File: src/rhr_pkg.sv
// constants and state types of the root hub descriptor and status registers
//
// Contract
// - per-port mode: set mask bit means per-port only
// - clear mask bit: port follows global power commands
// - global mode ignores the port power mask
// - port power mask bits 18:16, bit 16 reserved
// - removable bit 0 reserved, bits 1,2 ports
// - status low half, change bits high half
// - status read 14h, write 94h, same register
// - descriptor read 13h, write 93h
// - every access moves one whole 32-bit word
// - descriptor writable always, status only when operational
`default_nettype none

package rhr_pkg;

  // ---------------------------------------------------------------
  // command codes
  // ---------------------------------------------------------------
  localparam logic [7:0] CMD_DESCB_RD = 8'h13; // descriptor read
  localparam logic [7:0] CMD_DESCB_WR = 8'h93; // descriptor write
  localparam logic [7:0] CMD_STAT_RD = 8'h14;  // hub status read
  localparam logic [7:0] CMD_STAT_WR = 8'h94;  // hub status write

  // ---------------------------------------------------------------
  // field positions
  // ---------------------------------------------------------------
  localparam int NUM_PORTS = 2;        // downstream ports
  localparam int POS_PORT_MASK = 16;   // port_power_mask, bit 0 reserved
  localparam int POS_REMOVABLE = 0;    // device_removable_bits
  localparam int POS_CLR_WAKE = 31;    // clear_wakeup_enable
  localparam int POS_OC_CHG = 17;      // overcurrent_change_flag
  localparam int POS_SET_GLOBAL = 16;  // local_power_change_or_set_global
  localparam int POS_WAKE_EN = 15;     // remote_wakeup_enable
  localparam int POS_OC_IND = 1;       // overcurrent_indicator
  localparam int POS_CLR_GLOBAL = 0;   // local_power_or_clear_global

  // ---------------------------------------------------------------
  // reset values
  // ---------------------------------------------------------------
  localparam logic [NUM_PORTS-1:0] RST_PORT_MASK = 2'h0;  // plain default
  localparam logic [NUM_PORTS-1:0] RST_REMOVABLE = 2'h0;  // plain default
  localparam logic [NUM_PORTS-1:0] RST_PORT_POWER = 2'h0; // ports off
  localparam logic [31:0] RST_WORD = 32'h0000_0000;       // read data

  // ---------------------------------------------------------------
  // state of the register module
  // ---------------------------------------------------------------
  typedef struct packed {
    logic [NUM_PORTS-1:0] port_mask;  // port_power_mask, ports 2..1
    logic [NUM_PORTS-1:0] removable;  // device_removable_bits
    logic wake_en;                    // remote_wakeup_enable
    logic oc_ind;                     // overcurrent_indicator
    logic oc_chg;                     // overcurrent_change_flag
    logic [31:0] rd_data;             // read word
    logic rd_valid;                   // read answer strobe
  } rhr_regs_t;

  // state of the power switch module
  typedef struct packed {
    logic [NUM_PORTS-1:0] power;      // power state per port
  } rhr_pwr_t;

endpackage

`default_nettype wire

File: src/rhr_port_power.sv
// port power switch state, steered by global and per-port commands
`default_nettype none

module rhr_port_power (
  // clock and reset
  input wire logic clk_i,
  input wire logic rstn_i,
  // global commands, one-cycle pulses
  input wire logic glob_set_i,
  input wire logic glob_clr_i,
  // per-port commands, one-cycle pulses
  input wire logic [rhr_pkg::NUM_PORTS-1:0] port_set_i,
  input wire logic [rhr_pkg::NUM_PORTS-1:0] port_clr_i,
  // configuration
  input wire logic power_switch_select_i,
  input wire logic [rhr_pkg::NUM_PORTS-1:0] port_mask_i,
  // power state
  output logic [rhr_pkg::NUM_PORTS-1:0] port_power_o
);

  rhr_pkg::rhr_pwr_t s_q, s_d; // registered state and next value
  logic [rhr_pkg::NUM_PORTS-1:0] nxt; // per-port next power

  // ---------------------------------------------------------------
  // per-port power decision
  // ---------------------------------------------------------------
  for (genvar p = 0; p < rhr_pkg::NUM_PORTS; p++) begin : g_port
    logic glob_own; // port follows global commands
    logic set_p;    // power on request
    logic clr_p;    // power off request
    // global mode ignores the mask entirely
    assign glob_own = !power_switch_select_i || !port_mask_i[p];
    assign set_p = (glob_own && glob_set_i) ||
      (power_switch_select_i && port_mask_i[p] && port_set_i[p]);
    assign clr_p = (glob_own && glob_clr_i) ||
      (power_switch_select_i && port_mask_i[p] && port_clr_i[p]);
    // clear wins when both arrive together
    assign nxt[p] = clr_p ? 1'b0 : (set_p ? 1'b1 : s_q.power[p]);
  end

  // next state
  always_comb begin
    s_d = s_q;
    s_d.power = nxt;
  end

  // state register
  always_ff @(posedge clk_i or negedge rstn_i) begin
    if (!rstn_i) begin
      s_q <= '{power: rhr_pkg::RST_PORT_POWER};
    end else begin
      s_q <= s_d;
    end
  end

  assign port_power_o = s_q.power;
endmodule

`default_nettype wire

File: src/rhr_regs.sv
// root hub descriptor and hub status registers behind the command port
`default_nettype none

module rhr_regs (
  // clock and reset
  input wire logic clk_i,
  input wire logic rstn_i,
  // command port from the host processor
  input wire logic cmd_valid_i,
  input wire logic [7:0] cmd_code_i,
  input wire logic [31:0] cmd_wdata_i,
  output logic [31:0] cmd_rdata_o,
  output logic cmd_rvalid_o,
  // controller state
  input wire logic usb_operational_i,
  input wire logic power_switch_select_i,
  // global overcurrent level
  input wire logic overcurrent_i,
  // per-port power commands from the port status logic
  input wire logic [rhr_pkg::NUM_PORTS-1:0] port_pwr_set_i,
  input wire logic [rhr_pkg::NUM_PORTS-1:0] port_pwr_clr_i,
  // outputs to the hub
  output logic [rhr_pkg::NUM_PORTS-1:0] port_power_o,
  output logic [rhr_pkg::NUM_PORTS-1:0] device_removable_bits_o,
  output logic [rhr_pkg::NUM_PORTS-1:0] port_power_mask_o,
  output logic remote_wakeup_enable_o
);

  // ---------------------------------------------------------------
  // decode
  // ---------------------------------------------------------------
  rhr_pkg::rhr_regs_t s_q, s_d; // registered state and next value
  logic wr_descb; // descriptor write strobe
  logic wr_stat;  // accepted status write strobe
  logic rd_descb; // descriptor read strobe
  logic rd_stat;  // status read strobe
  logic glob_set; // set global power command
  logic glob_clr; // clear global power command
  logic [31:0] descb_word; // descriptor read image
  logic [31:0] stat_word;  // status read image

  // one code per direction, both aimed at the same register
  assign wr_descb = cmd_valid_i && cmd_code_i == rhr_pkg::CMD_DESCB_WR;
  assign rd_descb = cmd_valid_i && cmd_code_i == rhr_pkg::CMD_DESCB_RD;
  // status writes outside the operational state are dropped
  assign wr_stat = cmd_valid_i && cmd_code_i == rhr_pkg::CMD_STAT_WR &&
    usb_operational_i;
  assign rd_stat = cmd_valid_i && cmd_code_i == rhr_pkg::CMD_STAT_RD;

  // power commands ride on write-one bits of the status word
  assign glob_set = wr_stat && cmd_wdata_i[rhr_pkg::POS_SET_GLOBAL];
  assign glob_clr = wr_stat && cmd_wdata_i[rhr_pkg::POS_CLR_GLOBAL];

  // ---------------------------------------------------------------
  // read images
  // ---------------------------------------------------------------
  // reserved positions, including bit 0 of each field, read zero
  always_comb begin
    descb_word = rhr_pkg::RST_WORD;
    descb_word[rhr_pkg::POS_PORT_MASK+1 +: rhr_pkg::NUM_PORTS] =
      s_q.port_mask;
    descb_word[rhr_pkg::POS_REMOVABLE+1 +: rhr_pkg::NUM_PORTS] =
      s_q.removable;
  end

  // status in the low half, change bits in the high half
  always_comb begin
    stat_word = rhr_pkg::RST_WORD;
    stat_word[rhr_pkg::POS_OC_CHG] = s_q.oc_chg;
    stat_word[rhr_pkg::POS_WAKE_EN] = s_q.wake_en;
    stat_word[rhr_pkg::POS_OC_IND] = s_q.oc_ind;
  end

  // ---------------------------------------------------------------
  // next state
  // ---------------------------------------------------------------
  always_comb begin
    s_d = s_q;
    // descriptor takes a whole word, reserved bits dropped
    if (wr_descb) begin
      s_d.port_mask = cmd_wdata_i[rhr_pkg::POS_PORT_MASK+1 +:
        rhr_pkg::NUM_PORTS];
      s_d.removable = cmd_wdata_i[rhr_pkg::POS_REMOVABLE+1 +:
        rhr_pkg::NUM_PORTS];
    end
    // wakeup enable: set bit 15, clear bit 31, clear wins
    if (wr_stat && cmd_wdata_i[rhr_pkg::POS_WAKE_EN]) begin
      s_d.wake_en = 1'b1;
    end
    if (wr_stat && cmd_wdata_i[rhr_pkg::POS_CLR_WAKE]) begin
      s_d.wake_en = 1'b0;
    end
    // overcurrent level tracked, change flag write-one-clear
    s_d.oc_ind = overcurrent_i;
    if (wr_stat && cmd_wdata_i[rhr_pkg::POS_OC_CHG]) begin
      s_d.oc_chg = 1'b0;
    end
    // a fresh change beats a clear in the same cycle
    if (overcurrent_i != s_q.oc_ind) begin
      s_d.oc_chg = 1'b1;
    end
    // whole-word read answer one cycle after the command
    s_d.rd_valid = rd_descb || rd_stat;
    if (rd_descb) begin
      s_d.rd_data = descb_word;
    end else if (rd_stat) begin
      s_d.rd_data = stat_word;
    end
  end

  // state register
  always_ff @(posedge clk_i or negedge rstn_i) begin
    if (!rstn_i) begin
      s_q <= '{port_mask: rhr_pkg::RST_PORT_MASK,
               removable: rhr_pkg::RST_REMOVABLE,
               wake_en: 1'b0, oc_ind: 1'b0, oc_chg: 1'b0,
               rd_data: rhr_pkg::RST_WORD, rd_valid: 1'b0};
    end else begin
      s_q <= s_d;
    end
  end

  // ---------------------------------------------------------------
  // power switching
  // ---------------------------------------------------------------
  rhr_port_power u_power (
    .clk_i(clk_i),
    .rstn_i(rstn_i),
    .glob_set_i(glob_set),
    .glob_clr_i(glob_clr),
    .port_set_i(port_pwr_set_i),
    .port_clr_i(port_pwr_clr_i),
    .power_switch_select_i(power_switch_select_i),
    .port_mask_i(s_q.port_mask),
    .port_power_o(port_power_o)
  );

  // ---------------------------------------------------------------
  // outputs
  // ---------------------------------------------------------------
  assign cmd_rdata_o = s_q.rd_data;
  assign cmd_rvalid_o = s_q.rd_valid;
  assign device_removable_bits_o = s_q.removable;
  assign port_power_mask_o = s_q.port_mask;
  assign remote_wakeup_enable_o = s_q.wake_en;
endmodule

`default_nettype wire
File: config.mk
export PLATFORM = sky130hd
export DESIGN_NAME = rhr_regs
export DESIGN_NICKNAME = d
export VERILOG_FILES = /design/src/rhr_pkg.sv /design/src/rhr_port_power.sv /design/src/rhr_regs.sv
export SDC_FILE = /design/constraint.sdc
export NUM_CORES = 1
export LEC_CHECK = 0
export CAP_MARGIN = 20
export CORE_ASPECT_RATIO = 0.9
export CORE_UTILIZATION = 55
export DETAILED_ROUTE_END_ITERATION = 7
export DONT_BUFFER_PORTS = 1
export GPL_TIMING_DRIVEN = 0
export PLACE_DENSITY_LB_ADDON = 0.1
export SLEW_MARGIN = 20
export SYNTH_ARGS = -nofsm -noshare
export SYNTH_HDL_FRONTEND = slang
export SYNTH_SLANG_ARGS = --single-unit
File: constraint.sdc
create_clock -name clk_i -period 1.3 [get_ports clk_i]
set_input_delay 0.13 -clock clk_i [delete_from_list [all_inputs] [get_ports clk_i]]
set_output_delay 0.13 -clock clk_i [all_outputs]
set_load 0.03 [all_outputs]
==> metrics.yaml <==
status:
  status: "completed"
clocking:
  htree_levels: 1
  cts_num_sinks: 15
  clk_pin_slew_ps: 100
  ctsRootBufferMaster: "clkbuf_4"
  insertion_delay_ps: 290
  cts_tree: "yes"
  cts-buffers-inserted: 3
  max-clock-path-buffers: 2
critical_path:
  cpPeakStageDelay_ps: 430
  arrival_ps: 1420
  worst_ep_required_time_ps: 1470
  endpoint: "port_power_mask_o[1]"
  critPathLaunch: "cmd_code_i[6]"
  r2r_cells: 2
  path_class: "input port to register"
  cp_max_fo: 4
  end_kind: "register"
  worstReg2RegEnd: "cmd_rdata_o[17]"
  crit_path_start_kind: "input port"
  regToRegSetupSlack_ps: 290
  cp_cell_sequence: "or3b_4 -> nor3_4 -> and4b_4 -> mux2_2"
  crit_slowest_cell: "or3b_4"
  rr_startpoint: "port_power_mask_o[0]"
synthesis:
  synth_edf_count: 0
  synth.most_common_cell: "buf_4"
  syn_area_sq_um: 960.9
  async_flop_share_pct: 100.0
  synth_top_area_cell: "dfrtp_1"
  synthDistinctLibCells: 23
  yosysTopAreaCellShare_pct: 39.06
  synthFlopType: "dfrtp_1"
  synth_warnings: 0
  ys_seq_area_share_pct: 39.06
  synth_area_leaders: "dfrtp_1 (39%), buf_4 (28%), mux2_2 (4.7%)"
  syn_area_per_cell_sq_um: 10.56
  syn_inst: 91
  synth_seq_cells: 15
  synth_common_cells: "buf_4 (36), dfrtp_1 (15), a21oi_1 (4), mux2_2 (4), o21ai_0 (4)"
floorplan:
  num_io_pins: 90
  rows: 13
  dieArea_sq_um: 1919
  fp.dieW_um: 46.06
  start_util_pct: 62.85
  die_h_um: 41.66
  coreArea_sq_um: 1529
timing:
  final_hold_viol_count: 0
  setup_tns_ps: 0
  fmax_ghz: 0.8036
  fin_hold_ws_ps: 16.44
  worst_clock_skew_ps: 10.34
  worstMarginPinSlew_ps: 670.4
  timing.final.crit_share_pct: 95.72
  min_period_ps: 1244
  worst_slack_ps: 55.64
  setup_viol: 0
  max_slew_margin_pct: 55.16
  drv_slew: 0
  rsz0062_at_grt: "no"
power:
  totalPowerFinal_w: 0.001097
  power_leakage_nw: 0.6715
  irDropWorstVdd_mv: 0.7895
  power_density_nw_per_um2: 896.6
cells_and_area:
  fillers: 121
  syn_to_final_growth_pct: 27.34
  drive_gt1_share_pct: 40.15
  antennaDiodeCount: 0
  nets: 183
  stdcell_area_sq_um: 1224
global_route:
  grt-ovfl-total: 0
  antenna_found_initial: 0
  grt_pass1_vias: 700
  grtUsageTotal_pct: 23.20
  grt_pass1_wl_mm: 3.167
  grt_max_degree: 16
placement:
  gp_congestion: 0.7152
  placed_cell_area_sq_um: 1086
  portBuffers: 0
  dp_slack_ps: -317.1
drt:
  detail-route-antenna-nets: 0
  vias: 711
  dr.pass1.iters: 4
  wirelength_mm: 2.014
  drc: 0
  drt-initial-drc-count: 14
  wl_per_cell_um: 13.08
  routed_via_density: 4.617
worst_hold_path:
  min_path_type: "input port to register"
  hold_start: "cmd_wdata_i[15]"
run:
  cap_viol_max_count: 0
[worst max-delay path, delay by kind of cell]
kind,cells,cell delay [ps]
simple gates,3,940
mux,1,340
[worst min-delay path by stage]
stage                        endpoint  depth (start not counted)
3_3_place_gp             cmd_rvalid_o                          0
4_1_cts                       s_q[33]                          2
3_5_place_dp             cmd_rvalid_o                          0
6_report       remote_wakeup_enable_o                          2
2_1_floorplan         cmd_rdata_o[15]                          0
5_1_grt                       s_q[33]                          2
[logic make-up after synthesis]
kind of cell / share of synthesized area, %
XOR/XNOR: 0.9116
multiplexers: 4.687
other: 0.3903
flip-flops: 39.06
AO/OA/AOI/OAI: 13.80
AND/OR/NAND/NOR: 12.24
buffers and inverters: 28.91
[power breakdown]
part	internal, W	switching, W
Clock	0.000114	0.000154
Sequential	0.000491	0.0000493
Combinational	0.000115	0.000174
Total	0.000720	0.000377
[cell type report]
cell class | count | area [sq um] | share of cell area [%]
tap | 22 | 27.53 | 2.249
timing repair buffer | 11 | 105.1 | 8.589
buffer | 36 | 270.3 | 22.09
inverter | 2 | 7.507 | 0.6135
clock buffer | 3 | 22.52 | 1.840
clock inverter | 1 | 5.005 | 0.4090
multi-input combinational | 64 | 410.4 | 33.54
sequential | 15 | 375.4 | 30.67
[cell usage in the layout (no fill, tap or decap), drive strengths merged]
cell type | Yosys | layout
nor2 | 1 | 1
dlygate4sd3 | 0 | 9
nand3 | 1 | 1
buf | 36 | 38
xor2 | 1 | 1
and2 | 3 | 3
conb | 1 | 27
inv | 2 | 2
or3b | 2 | 2
clkinv | 0 | 1
nand2 | 2 | 2
nor3b | 1 | 1
a32o | 3 | 3
dfrtp | 15 | 15
a22o | 4 | 4
a21oi | 4 | 4
and4b | 1 | 1
clkbuf | 0 | 3
mux2 | 4 | 4
nor3 | 2 | 2
o21ai | 4 | 4
a21o | 1 | 1
o32ai | 2 | 2
nand4b | 1 | 1
[layer usage]
layer / global-route usage [%] / routed length (um) / vias to the layer above
li1: - / - / 343
met1: 25.21 / 693 / 320
met2: 39.44 / 1084 / 42
met3: 8.696 / 189 / 6
met4: 8.824 / 47 / 0
met5: 0 / 0 / -
[stage by stage]
step                cells  utilization, %
finish                154           80.03
global placement      139           71.03
floorplan             117               -
detailed placement    139           71.03
global route          154           80.03
CTS                   154           79.71
[sequential cells by signal, indices dropped and copies added, names as in the netlist]
| register | count |
|---|---|
| cmd_rdata_o | 5 |
| cmd_rvalid_o | 1 |
| device_removable_bits_o | 2 |
| port_power_mask_o | 2 |
| remote_wakeup_enable_o | 1 |
| s_q | 2 |
| u_power.port_power_o | 2 |
[timing repair]
| action | in CTS | in global routing |
|---|---|---|
| pin swaps | 1 | 0 |
| gates cloned | 0 | 0 |
| endpoints found under the hold margin | 23 | 0 |
| resized for setup | 0 | 1 |
| setup buffers | 2 | 0 |
| setup endpoints to repair | 2 | 3 |
| hold buffers | 9 | 0 |
(Power assumes the default switching activity.)
